**src/shared/standby_mode_control_map.vh**
```
// constants for the standby and oscillator gating controller
`ifndef STANDBY_MODE_CONTROL_MAP_VH
`define STANDBY_MODE_CONTROL_MAP_VH

// mode request codes on i_mode_req
`define MODE_RUN            2'h0
`define MODE_HALT           2'h1
`define MODE_HOLD           2'h2
`define MODE_XTAL_HOLD      2'h3

// system clock source select codes
`define SRC_RC              2'h0
`define SRC_CERAMIC         2'h1
`define SRC_CRYSTAL         2'h2

// oscillator enable bit positions on o_osc_enable
`define OSC_BIT_RC          0
`define OSC_BIT_CERAMIC     1
`define OSC_BIT_CRYSTAL     2
`define OSC_BIT_PLL         3

// oscillator settle time in us and in 50 ns cycles
`define SETTLE_TIME_US      100
`define CLOCK_MHZ           20
`define SETTLE_CYCLES       (`SETTLE_TIME_US * `CLOCK_MHZ)

`endif

```
**src/verilog/pin_sync.v**
```verilog
// three-stage synchroniser for pin inputs
`default_nettype none

module pin_sync #(
    parameter WIDTH = 1
) (
    input  wire             i_clock,
    input  wire             i_rstn,
    input  wire [WIDTH-1:0] i_async,
    output reg  [WIDTH-1:0] o_sync
);

    reg [WIDTH-1:0] stage_a;
    reg [WIDTH-1:0] stage_b;
    reg [WIDTH-1:0] stage_c;

    genvar n;
    generate
        for (n = 0; n < WIDTH; n = n + 1)
        begin : g_bit
            always @(posedge i_clock)
            begin
                if (!i_rstn)
                begin
                    stage_a[n] <= 1'b0;
                    stage_b[n] <= 1'b0;
                    stage_c[n] <= 1'b0;
                    o_sync[n]  <= 1'b0;
                end
                else
                begin
                    stage_a[n] <= i_async[n];
                    stage_b[n] <= stage_a[n];
                    stage_c[n] <= stage_b[n];
                    if (stage_b[n] == stage_c[n])
                        o_sync[n] <= stage_c[n];
                end
            end
        end
    endgenerate

endmodule // pin_sync

`default_nettype wire

```
**src/verilog/standby_mode_control.v**
```verilog
// standby mode sequencer with oscillator gating and wake-up sources
`include "standby_mode_control_map.vh"
`default_nettype none

// Functional notes
// - halt stops instruction execution; peripherals keep their clocks
// - halt entry leaves every oscillator in its previous state
// - halt ends on system reset or any interrupt request
// - hold stops execution, peripherals, pll, ceramic, rc and crystal oscillators
// - hold wakes on reset pin, external irq level, port 0, usb bus active
// - crystal hold stops execution and peripherals except the base timer
// - crystal hold entry stops pll, ceramic and rc oscillators
// - crystal hold keeps crystal oscillator in its entry state
// - crystal hold wakes on hold sources plus base timer and infrared
// - system clock from rc, ceramic or crystal; pll only for usb and audio
module standby_mode_control #(
    parameter SETTLE_CYCLES = `SETTLE_CYCLES
) (
    input  wire       i_clock,
    input  wire       i_rstn,
    input  wire       i_reset_pin_low_active_n,
    input  wire [1:0] i_mode_req,
    input  wire       i_mode_req_valid,
    input  wire [1:0] i_sysclk_select,
    input  wire       i_crystal_run_req,
    input  wire       i_pll_run_req,
    input  wire       i_any_irq,
    input  wire       i_ext_irq_in_a,
    input  wire       i_ext_irq_in_b,
    input  wire       i_ext_irq_in_c,
    input  wire       i_ext_irq_in_e,
    input  wire       i_ext_irq_in_f,
    input  wire [4:0] i_ext_irq_level,
    input  wire       i_port0_irq,
    input  wire       i_usb_bus_active_irq,
    input  wire       i_base_timer_irq,
    input  wire       i_infrared_irq,
    output reg        o_cpu_run,
    output reg        o_periph_clock_en,
    output reg        o_base_timer_clock_en,
    output reg  [3:0] o_osc_enable,
    output reg  [1:0] o_sysclk_select,
    output reg        o_system_reset,
    output reg  [2:0] o_state
);

    // ------------------------------------------------------------
    // states
    // ------------------------------------------------------------
    localparam [4:0] ST_RUN    = 5'h01;
    localparam [4:0] ST_HALT   = 5'h02;
    localparam [4:0] ST_HOLD   = 5'h04;
    localparam [4:0] ST_XHOLD  = 5'h08;
    localparam [4:0] ST_SETTLE = 5'h10;
    localparam       CW        = 32;

    reg  [4:0]    state;
    reg  [4:0]    next_state;
    reg  [CW-1:0] settle_count;
    reg  [CW-1:0] next_settle_count;
    reg  [3:0]    osc_en;
    reg  [3:0]    next_osc_en;
    reg  [1:0]    clk_sel;
    wire [4:0]    ext_pins_sync;
    wire          reset_pin_sync;
    wire [4:0]    ext_hit;
    wire          hold_wake;
    wire          xhold_wake;
    wire          reset_pin_active;

    // ------------------------------------------------------------
    // pin synchronisers
    // ------------------------------------------------------------
    pin_sync #(
        .WIDTH (6)
    ) u_pin_sync (
        .i_clock (i_clock),
        .i_rstn  (i_rstn),
        .i_async ({~i_reset_pin_low_active_n, i_ext_irq_in_f, i_ext_irq_in_e,
                   i_ext_irq_in_c, i_ext_irq_in_b, i_ext_irq_in_a}),
        .o_sync  ({reset_pin_sync, ext_pins_sync})
    );

    // ------------------------------------------------------------
    // wake-up sources
    // ------------------------------------------------------------
    assign reset_pin_active = reset_pin_sync;
    assign ext_hit          = ~(ext_pins_sync ^ i_ext_irq_level);
    assign hold_wake        = (|ext_hit) | i_port0_irq | i_usb_bus_active_irq;
    assign xhold_wake       = hold_wake | i_base_timer_irq | i_infrared_irq;

    // ------------------------------------------------------------
    // next state
    // ------------------------------------------------------------
    always @*
    begin
        next_state        = state;
        next_settle_count = settle_count;
        next_osc_en       = osc_en;
        case (state)
            ST_RUN:
            begin
                next_osc_en[`OSC_BIT_RC]      = osc_en[`OSC_BIT_RC] |
                                                (clk_sel == `SRC_RC);
                next_osc_en[`OSC_BIT_CERAMIC] = osc_en[`OSC_BIT_CERAMIC] |
                                                (clk_sel == `SRC_CERAMIC);
                next_osc_en[`OSC_BIT_CRYSTAL] = i_crystal_run_req |
                                                (clk_sel == `SRC_CRYSTAL);
                next_osc_en[`OSC_BIT_PLL]     = i_pll_run_req;
                if (i_mode_req_valid)
                begin
                    case (i_mode_req)
                        `MODE_HALT:
                            next_state = ST_HALT;
                        `MODE_HOLD:
                        begin
                            next_state  = ST_HOLD;
                            next_osc_en = 4'h0;
                        end
                        `MODE_XTAL_HOLD:
                        begin
                            next_state                    = ST_XHOLD;
                            next_osc_en[`OSC_BIT_RC]      = 1'b0;
                            next_osc_en[`OSC_BIT_CERAMIC] = 1'b0;
                            next_osc_en[`OSC_BIT_PLL]     = 1'b0;
                        end
                        default:
                            next_state = ST_RUN;
                    endcase
                end
            end
            ST_HALT:
                if (i_any_irq)
                    next_state = ST_RUN;
            ST_HOLD, ST_XHOLD:
                if ((state == ST_HOLD) ? hold_wake : xhold_wake)
                begin
                    next_state                    = ST_SETTLE;
                    next_settle_count             = SETTLE_CYCLES - 1;
                    next_osc_en[`OSC_BIT_RC]      = 1'b1;
                    next_osc_en[`OSC_BIT_CERAMIC] = 1'b1;
                    next_osc_en[`OSC_BIT_CRYSTAL] = osc_en[`OSC_BIT_CRYSTAL] |
                                                    (clk_sel == `SRC_CRYSTAL);
                end
            ST_SETTLE:
                if (settle_count == {CW{1'b0}})
                    next_state = ST_RUN;
                else
                    next_settle_count = settle_count - 1'b1;
            default:
                next_state = ST_RUN;
        endcase
    end

    // ------------------------------------------------------------
    // state registers; reset pin acts as system reset
    // ------------------------------------------------------------
    always @(posedge i_clock)
    begin
        if (!i_rstn || reset_pin_active)
        begin
            state        <= ST_RUN;
            settle_count <= {CW{1'b0}};
            osc_en       <= 4'h1;
            clk_sel      <= `SRC_RC;
        end
        else
        begin
            state        <= next_state;
            settle_count <= next_settle_count;
            osc_en       <= next_osc_en;
            if (state == ST_RUN && i_sysclk_select != 2'h3)
                clk_sel <= i_sysclk_select;
        end
    end

    // ------------------------------------------------------------
    // registered outputs
    // ------------------------------------------------------------
    always @(posedge i_clock)
    begin
        if (!i_rstn)
        begin
            o_cpu_run             <= 1'b0;
            o_periph_clock_en     <= 1'b0;
            o_base_timer_clock_en <= 1'b0;
            o_osc_enable          <= 4'h0;
            o_sysclk_select       <= `SRC_RC;
            o_system_reset        <= 1'b1;
            o_state               <= 3'h0;
        end
        else if (reset_pin_active)
        begin
            o_cpu_run             <= 1'b0;
            o_periph_clock_en     <= 1'b0;
            o_base_timer_clock_en <= 1'b0;
            o_osc_enable          <= 4'h1;
            o_sysclk_select       <= `SRC_RC;
            o_system_reset        <= 1'b1;
            o_state               <= 3'h0;
        end
        else
        begin
            o_cpu_run             <= (next_state == ST_RUN);
            o_periph_clock_en     <= (next_state == ST_RUN) || (next_state == ST_HALT);
            o_base_timer_clock_en <= (next_state != ST_HOLD) && (next_state != ST_SETTLE);
            o_osc_enable          <= next_osc_en;
            o_sysclk_select       <= clk_sel;
            o_system_reset        <= 1'b0;
            case (next_state)
                ST_HALT:   o_state <= 3'h1;
                ST_HOLD:   o_state <= 3'h2;
                ST_XHOLD:  o_state <= 3'h3;
                ST_SETTLE: o_state <= 3'h4;
                default:   o_state <= 3'h0;
            endcase
        end
    end

endmodule // standby_mode_control

`default_nettype wire

```
**config.mk**
```make
export PLATFORM = sky130hd
export DESIGN_NAME = standby_mode_control
export DESIGN_NICKNAME = d
export VERILOG_FILES = /design/src/verilog/pin_sync.v /design/src/verilog/standby_mode_control.v
export VERILOG_INCLUDE_DIRS = /design/src /design/src/shared
export SDC_FILE = /design/constraint.sdc
export NUM_CORES = 1
export LEC_CHECK = 0
export BUFFER_PORTS_ARGS = -buffer_cell sky130_fd_sc_hd__buf_4
export CORE_ASPECT_RATIO = 2
export CORE_MARGIN = 5
export CORE_UTILIZATION = 57
export CTS_CLUSTER_DIAMETER = 80
export DETAILED_ROUTE_END_ITERATION = 7
export PLACE_DENSITY = 0.78
export SKIP_LAST_GASP = 1
export SLEW_MARGIN = 30
export SYNTH_ARGS = -nofsm -noshare
export SYNTH_HDL_FRONTEND = slang
export SYNTH_SLANG_ARGS = --single-unit
```
**constraint.sdc**
```tcl
create_clock -name i_clock -period 2.7 [get_ports i_clock]
set_input_delay 0.27 -clock i_clock [delete_from_list [all_inputs] [get_ports i_clock]]
set_output_delay 0.27 -clock i_clock [all_outputs]
set_load 0.02 [all_outputs]
```
==> flow_metrics.tcl, run 1 <==
set metrics [dict create \
    r2r-start "settle_count[7]" \
    grt_pass1_wl_mm 11.2 \
    drt_iter0_drc 174 \
    rsz0062_at_grt "false" \
    mappedNetlistNets 382 \
    power_density_mw_per_mm2 620 \
    startpoint_type "register" \
    wirelength_mm 6.64 \
    maxSlewViolCount 0 \
    final_common_cell "dfxtp_1" \
    reg2reg_slack_ps 190 \
    track_usage 0.192 \
    mostFrequentLayoutCells "dfxtp_1 (77), buf_4 (44), nor2_1 (42)" \
    clkLatencyLatePin_ps 350 \
    hold_class "in2reg" \
    cts-root-buf "clkbuf_8" \
    drtAntennaViolNets 0 \
    synth.largest_area_cell "dfxtp_1" \
    gp_congestion 0.905 \
    yosys-top-cells-area "dfxtp_1 (48%), nor2_1 (4.9%), xor2_1 (4.9%)" \
    drtPass1Iterations 4 \
    drive_above_1_share 0.172 \
    cts_setup_buffers 0 \
    synthesis.instances 356 \
    yosys_warnings 0 \
    yosysTopAreaCellShare 0.478 \
    start_util 0.589 \
    cpLargestDelayFamily "simple AND/OR/NAND/NOR gates" \
    ctsHoldBuffers 0 \
    fin_nets 423 \
    synth_edf_count 0 \
    crit_fanout 8 \
    crit_type "reg2reg" \
    drcViolationCount 0 \
    timing.hold.ws_ps 70.1 \
    rows 38 \
    syn_area_mm2 0.00322 \
    syn_to_final_growth_pct 15.9 \
    hold_violations 0 \
    overflow 0 \
    synth.avg_cell_area_um2 9.05 \
    utilization 0.683 \
    maxCapViolCount 0 \
    fin_worst_skew_ps 6.63 \
    ctsResizeCount 0 \
    power_uw 2320 \
    grt_antenna_before_repair 0 \
    vdd.ir_drop.worst_mv 0.533 \
    hpwl_mm 4.77 \
    clk_pin_slew_ps 80 \
    status "completed" \
    async_flop_share 0 \
    path_cells "or4_4 > nor4_4 > o21ai_2 > o32a_4 > or4_1 > a21oi_1" \
    period_minus_slack_ps 2510 \
    die_x_um 63.2 \
    num_vias 2639 \
    viasPerCell 5.71 \
    nFillCells 471 \
    hold_depth 2 \
    required_ps 2990 \
    ys_ff_latch 77 \
    first_global_vias 2610 \
    port_buffers 37 \
    whs_endpoint "u_pin_sync.stage_a[5]" \
    rr_worst_depth 6 \
    io_pins 38 \
    setup_viol 0 \
    htree_levels 3 \
    multi_input_area_mm2 0.00158 \
    ys_dominant_reg_cell "dfxtp_1" \
    min_from "i_reset_pin_low_active_n" \
    r2r-end "settle_count[25]" \
    cts_tree "done" \
    cts.sinks 77 \
    relSlewSlack 0.544 \
    fin_tns_setup_ps 0 \
    cp_slowest_stage_delay_ps 600 \
    ys_types 45 \
    cts_buffer_depth 2 \
    cp_data_arrival_time_ps 2800 \
    layout.area.seq_mm2 0.00154 \
    die_h_um 116 \
    grt_start_max_net_pins 28 \
    yosysSeqAreaShare 0.478 \
    fmax_ghz 0.398 \
    layout_worst_path_cycle_share 0.930 \
    post_drt_wl_per_cell_um 14.4 \
    worst_slew_pin_slew_ps 683 \
    leakagePower_uw 0.00152 \
    core_mm2 0.00547 \
    crit_slowest_cell "or4_4" \
    cts_made_buffers 9 \
    end_kind "register" \
    antenna_cells 0 \
    die_area_mm2 0.00735 \
    cp.buffers_inverters 0 \
]
Yosys cell counts (4+ instances only):
library cell and instances:
nor4_1 8, nand3_1 7, a211oi_1 4, a31oi_1 4, xor2_1 18, and2_1 19
dfxtp_1 77, nor2_1 42, clkbuf_1 10, a21boi_0 7, xnor2_1 8, nand2_1 24
a21oi_1 25, o21ai_0 18, inv_1 7, or3_1 16, nor3_1 9, nor2b_1 7
or4_1 6
worst max path at each step:
| stage | cells after the start | start | to | slack [ps] |
|---|---|---|---|---|
| floorplan | 7 | settle_count[2] | settle_count[25] | 360 |
| global placement | 6 | settle_count[7] | settle_count[25] | 280 |
| detailed placement | 6 | settle_count[7] | settle_count[25] | 210 |
| CTS | 6 | settle_count[7] | settle_count[25] | 180 |
| global route | 6 | settle_count[7] | settle_count[28] | 90 |
| finish | 6 | settle_count[7] | settle_count[25] | 190 |
report_power, final:
group / total (uW) / switching, uW / internal (uW) / leakage, uW
registers: 1210 / 32.1 / 1180 / 0.000627
clock network: 779 / 400 / 379 / 0.0000921
logic: 321 / 183 / 138 / 0.000804
total: 2320 / 616 / 1700 / 0.00152
registers in the layout, summed over array words and instances (netlist names):
name,cells
clk_sel,2
o_base_timer_clock_en,1
o_cpu_run,1
o_osc_enable,1
o_periph_clock_en,1
o_state,3
o_sysclk_select,2
o_system_reset,1
osc_en,4
settle_count,32
state,5
u_pin_sync.o_sync,6
u_pin_sync.stage_a,6
u_pin_sync.stage_b,6
u_pin_sync.stage_c,6
layout make-up:
class                   count  area share
clock buffers              12      0.0416
clock inverters             4     0.00603
inverters                   7     0.00704
multi-input cells         258       0.424
flip-flops and latches     77       0.413
well taps                  60      0.0201
repair buffers             44      0.0885
routing by layer:
metal | GRT usage | up-vias | part of all wire
li1 | - | 1334 | -
met1 | 0.187 | 1240 | 0.39
met5 | 0 | - | 0
met4 | 0.115 | 0 | 0.022
met2 | 0.357 | 51 | 0.55
met3 | 0.0472 | 14 | 0.043
cells by family after synthesis:
group                      after synthesis  share of synthesized area
xor gates and xnor gates                26                     0.0707
adders and majority gates                1                    0.00388
and+or+nand+nor                        155                      0.261
DFF                                     77                      0.478
AOI/OAI and AO/OA                       76                      0.156
buffers and inverters                   21                     0.0303
metrics by stage:
step	cell area [um^2]	cells	setup slack (ps)
floorplan	3220	356	360
global placement	3560	446	280
detailed placement	3560	446	212
CTS	3730	462	185
global route	3730	462	85.5
finish	3730	462	189
Note: power is estimated with default switching activity, not from simulation.
==> inputs of run 2 (changes only) <==
- ABC_CLOCK_PERIOD_IN_PS: unset -> 2700
- CAP_MARGIN: unset -> 20
- PLACE_DENSITY: 0.78 -> unset
- PLACE_DENSITY_LB_ADDON: unset -> 0.05
==> flow_metrics.tcl, run 2 (synthesis gave the netlist of run 1 again) <==
set metrics [dict create \
    track_usage 0.194 \
    die_area_mm2 0.00735 \
    antenna_cells 0 \
    cts-root-buf "clkbuf_8" \
    end_kind "register" \
    status "completed" \
    rows 38 \
    num_vias 2609 \
    first_global_vias 2505 \
    hold_class "in2reg" \
    drtAntennaViolNets 0 \
    switchingPower_uw 620 \
    pwr-share-clk 0.409 \
    crit_slowest_cell "or4_1" \
    setup_viol 0 \
    cts_buffer_depth 2 \
    cts.sinks 77 \
    switching_share 0.238 \
    place_area_mm2 0.00355 \
    wirelength_mm 6.42 \
    drt_iter0_drc 135 \
    drtPass1Iterations 4 \
    gp_congestion 0.902 \
    post_drt_wl_per_cell_um 14.0 \
    mostFrequentLayoutCells "dfxtp_1 (77), buf_4 (43), nor2_1 (42)" \
    combPwrFrac 0.124 \
    nFillCells 460 \
    drcViolationCount 0 \
    cts_made_buffers 9 \
    power.internal_uw 1980 \
    required_ps 2910 \
    final_common_cell "dfxtp_1" \
    largest_register "settle_count" \
    die_h_um 116 \
    grt_pass1_wl_mm 11.2 \
    drive_above_1_share 0.170 \
    htree_levels 3 \
    grt_antenna_before_repair 0 \
    leakagePower_uw 0.00155 \
    cp_data_arrival_time_ps 2710 \
    io_pins 38 \
    start_util 0.589 \
    r2r-start "settle_count[7]" \
    relSlewSlack 0.537 \
    largest_register_ffs 32 \
    fin_tns_setup_ps 0 \
    worst_slew_pin_slew_ps 693 \
    design_area_mm2 0.00379 \
    maxCapViolCount 0 \
    fmax_ghz 0.400 \
    startpoint_type "register" \
    cp_slowest_stage_delay_ps 610 \
    cts_tree "done" \
    rsz0062_at_grt "false" \
    power_uw 2600 \
    path_cells "or4_4 > or4_1 > o31ai_4 > or3_1 > xor2_1 > a21oi_1" \
    clk_pin_slew_ps 70 \
    die_x_um 63.2 \
    layout_worst_path_cycle_share 0.926 \
    grt_start_max_net_pins 28 \
    maxSlewViolCount 0 \
    fin_nets 422 \
    viasPerCell 5.67 \
    overflow 0 \
    crit_type "reg2reg" \
    hpwl_mm 4.60 \
    vdd.ir_drop.worst_mv 0.655 \
    clkLatencyLatePin_ps 360 \
    port_buffers 37 \
    pwr-share-seq 0.467 \
    crit_start "settle_count[7]" \
    ctsHoldBuffers 0 \
    fin_worst_skew_ps 5.53 \
    period_minus_slack_ps 2500 \
    core_mm2 0.00547 \
    cts_setup_buffers 0 \
    power_density_mw_per_mm2 685 \
    hold_violations 0 \
    ctsResizeCount 0 \
    min_from "i_reset_pin_low_active_n" \
    crit_fanout 7 \
    syn_to_final_growth_pct 17.8 \
]
[run 2: changes by cell type in the layout (fill, tap and decap cells not counted)]
cell and change:
bufinv_16 +3, clkinv_2 -2, buf_4 -1, clkbuf_1 -1, clkinvlp_4 -1
[run 2: critical path: cells and delay by family (launching register included)]
kind	cells	cell delay, ps
AND/OR/NAND/NOR	3	1450
AO/OA/AOI/OAI	2	400
XOR/XNOR	1	160
flip-flops	1	360
[run 2: power groups by stage]
stage	registers [uW]	clock network (uW)	logic (uW)
after floorplan	1250	0	212
after global placement	1240	0	320
after detailed placement	1240	0	323
after CTS	1210	1080	325
after global routing	1220	1140	356
final	1210	1060	322
[run 2: worst paths after layout]
check | to | slack (ps) | cells past startpoint
worst max-delay path | settle_count[7] | 200 | 6
worst min-delay path | u_pin_sync.stage_a[5] | 70 | 2
worst max register to register | settle_count[7] | 200 | 6
worst min register to register | u_pin_sync.stage_b[5] | 430 | 1
[run 2: through the flow]
stage	setup slack, ps	hold slack [ps]	utilization	std cells
2_1_floorplan	360	342	-	356
3_3_place_gp	242	415	0.649	445
3_5_place_dp	215	418	0.649	445
4_1_cts	193	61.1	0.694	460
5_1_grt	71.3	55.0	0.694	460
6_report	200	73.0	0.694	460
[run 2: area by class of cell]
type                       instances  area (um^2)  share of cell area
clock buffer                      11          151              0.0399
clock inverter                     4         95.1              0.0251
inverter                           7         26.3             0.00692
multi-input combinational        258         1580               0.417
sequential                        77         1540               0.406
tap                               60         75.1              0.0198
timing repair buffer              43          323              0.0851
[run 2: layer usage]
layer  GRT usage  up-vias  wire length, um  part of all wire
met5           0        -                0                 0
met4       0.123        0              199             0.031
met3      0.0491       15              300             0.047
met2       0.334       55             3360              0.52
met1       0.208     1207             2570              0.40
li1            -     1332                -                 -
==> inputs of run 3 (changes only) <==
- CORE_ASPECT_RATIO: 2 -> 1.4
==> flow_metrics.tcl, run 3 (synthesis gave the netlist of run 1 again) <==
set metrics [dict create \
    cts-root-buf "clkbuf_8" \
    cts_tree "done" \
    fmax_ghz 0.396 \
    track_usage 0.189 \
    syn_to_final_growth_pct 17.9 \
    cts_made_buffers 9 \
    fin_worst_skew_ps 7.22 \
    utilization 0.688 \
    gp_congestion 0.828 \
    overflow 0 \
    worst_slew_pin_slew_ps 687 \
    start_util 0.583 \
    fin_tns_setup_ps 0 \
    leakagePower_uw 0.00154 \
    pwr-share-seq 0.486 \
    grt_pass1_wl_mm 10.9 \
    drcViolationCount 0 \
    maxSlewViolCount 0 \
    rsz0062_at_grt "false" \
    hold_class "in2reg" \
    ctsResizeCount 0 \
    mostFrequentLayoutCells "dfxtp_1 (77), buf_4 (43), nor2_1 (42)" \
    viasPerCell 5.56 \
    rows 32 \
    setup_viol 0 \
    end_kind "register" \
    combPwrFrac 0.131 \
    htree_levels 3 \
    hold_violations 0 \
    num_vias 2613 \
    hold_depth 2 \
    drtPass1Iterations 4 \
    status "completed" \
    fin_nets 423 \
    port_buffers 37 \
    die_h_um 99.0 \
    startpoint_type "register" \
    required_ps 2910 \
    nFillCells 460 \
    switchingPower_uw 650 \
    switching_share 0.260 \
    power_density_mw_per_mm2 657 \
    layout_worst_path_cycle_share 0.935 \
    final_common_cell "dfxtp_1" \
    largest_register "settle_count" \
    clk_pin_slew_ps 80 \
    largest_register_ffs 32 \
    io_pins 38 \
    hpwl_mm 4.40 \
    rr_worst_depth 6 \
    die_area_mm2 0.00728 \
    clkLatencyLatePin_ps 350 \
    cp_data_arrival_time_ps 2730 \
    layout.area.seq_mm2 0.00154 \
    first_global_vias 2454 \
    cts_buffer_depth 2 \
    pwr-share-clk 0.383 \
    crit_type "reg2reg" \
    die_x_um 73.5 \
    drive_above_1_share 0.174 \
    crit_fanout 7 \
    cts_setup_buffers 0 \
    cts.sinks 77 \
    maxCapViolCount 0 \
    core_mm2 0.00553 \
    vdd.ir_drop.worst_mv 0.428 \
    post_drt_wl_per_cell_um 13.6 \
    power.internal_uw 1850 \
    drt_iter0_drc 246 \
    relSlewSlack 0.542 \
    wirelength_mm 6.39 \
    ctsHoldBuffers 0 \
    drtAntennaViolNets 0 \
    grt_antenna_before_repair 0 \
    period_minus_slack_ps 2520 \
    grt_start_max_net_pins 28 \
    antenna_cells 0 \
    multi_input_area_mm2 0.00158 \
]
## run 3: changes by cell type in the layout (fill, tap and decap cells not counted)
| cell | previous run | this run |
|---|---|---|
| clkinvlp_4 | 0 | 2 |
| clkbuf_8 | 11 | 9 |
| clkinv_4 | 0 | 1 |
| bufinv_16 | 3 | 2 |
| inv_6 | 0 | 1 |
| buf_12 | 0 | 1 |
## run 3: power by group through the flow
stage / sequential, uW / combinational [uW] / clock, uW
after detailed placement: 1240 / 329 / 0
final: 1210 / 328 / 957
after global placement: 1240 / 323 / 0
after global routing: 1220 / 367 / 1030
after floorplan: 1250 / 212 / 0
after CTS: 1210 / 331 / 975
## run 3: worst paths after layout
| check | start | endpoint | slack [ps] |
|---|---|---|---|
| worst min-delay path | i_reset_pin_low_active_n | u_pin_sync.stage_a[5] | 70 |
| worst max register to register | settle_count[7] | settle_count[7] | 180 |
| worst min register to register | u_pin_sync.stage_a[1] | u_pin_sync.stage_b[1] | 440 |
| worst max-delay path | settle_count[7] | settle_count[7] | 180 |
## run 3: worst max-delay path, cell delays in order, from the launching register on
cell,delay [ps]
dfxtp_1,360
or4_4,600
or4_1,610
o31ai_4,320
or3_1,240
xor2_1,160
a21oi_1,80
## run 3: area by class of cell
type                       instances  share of cell area
clock inverter                     7              0.0257
timing repair buffer              44              0.0902
inverter                           7             0.00691
sequential                        77               0.406
tap                               68              0.0224
multi-input combinational        258               0.417
clock buffer                       9              0.0326
## run 3: per-stage QoR
stage	std cells	setup WS, ps	power [uW]	hold WS (ps)	cell area (um^2)
final	470	177	2500	66.7	3800
after global routing	470	34.1	2620	60.2	3800
after CTS	470	186	2520	59.2	3800
after detailed placement	454	207	1570	418	3580
after global placement	454	257	1560	415	3580
after floorplan	356	360	1460	342	3220
## run 3: routing by layer
layer | GRT usage | vias up | wire length [um]
met1 | 0.233 | 1216 | 2830
met3 | 0.0357 | 12 | 287
met5 | 0 | - | 0
met4 | 0.102 | 0 | 137
li1 | - | 1335 | -
met2 | 0.303 | 50 | 3130
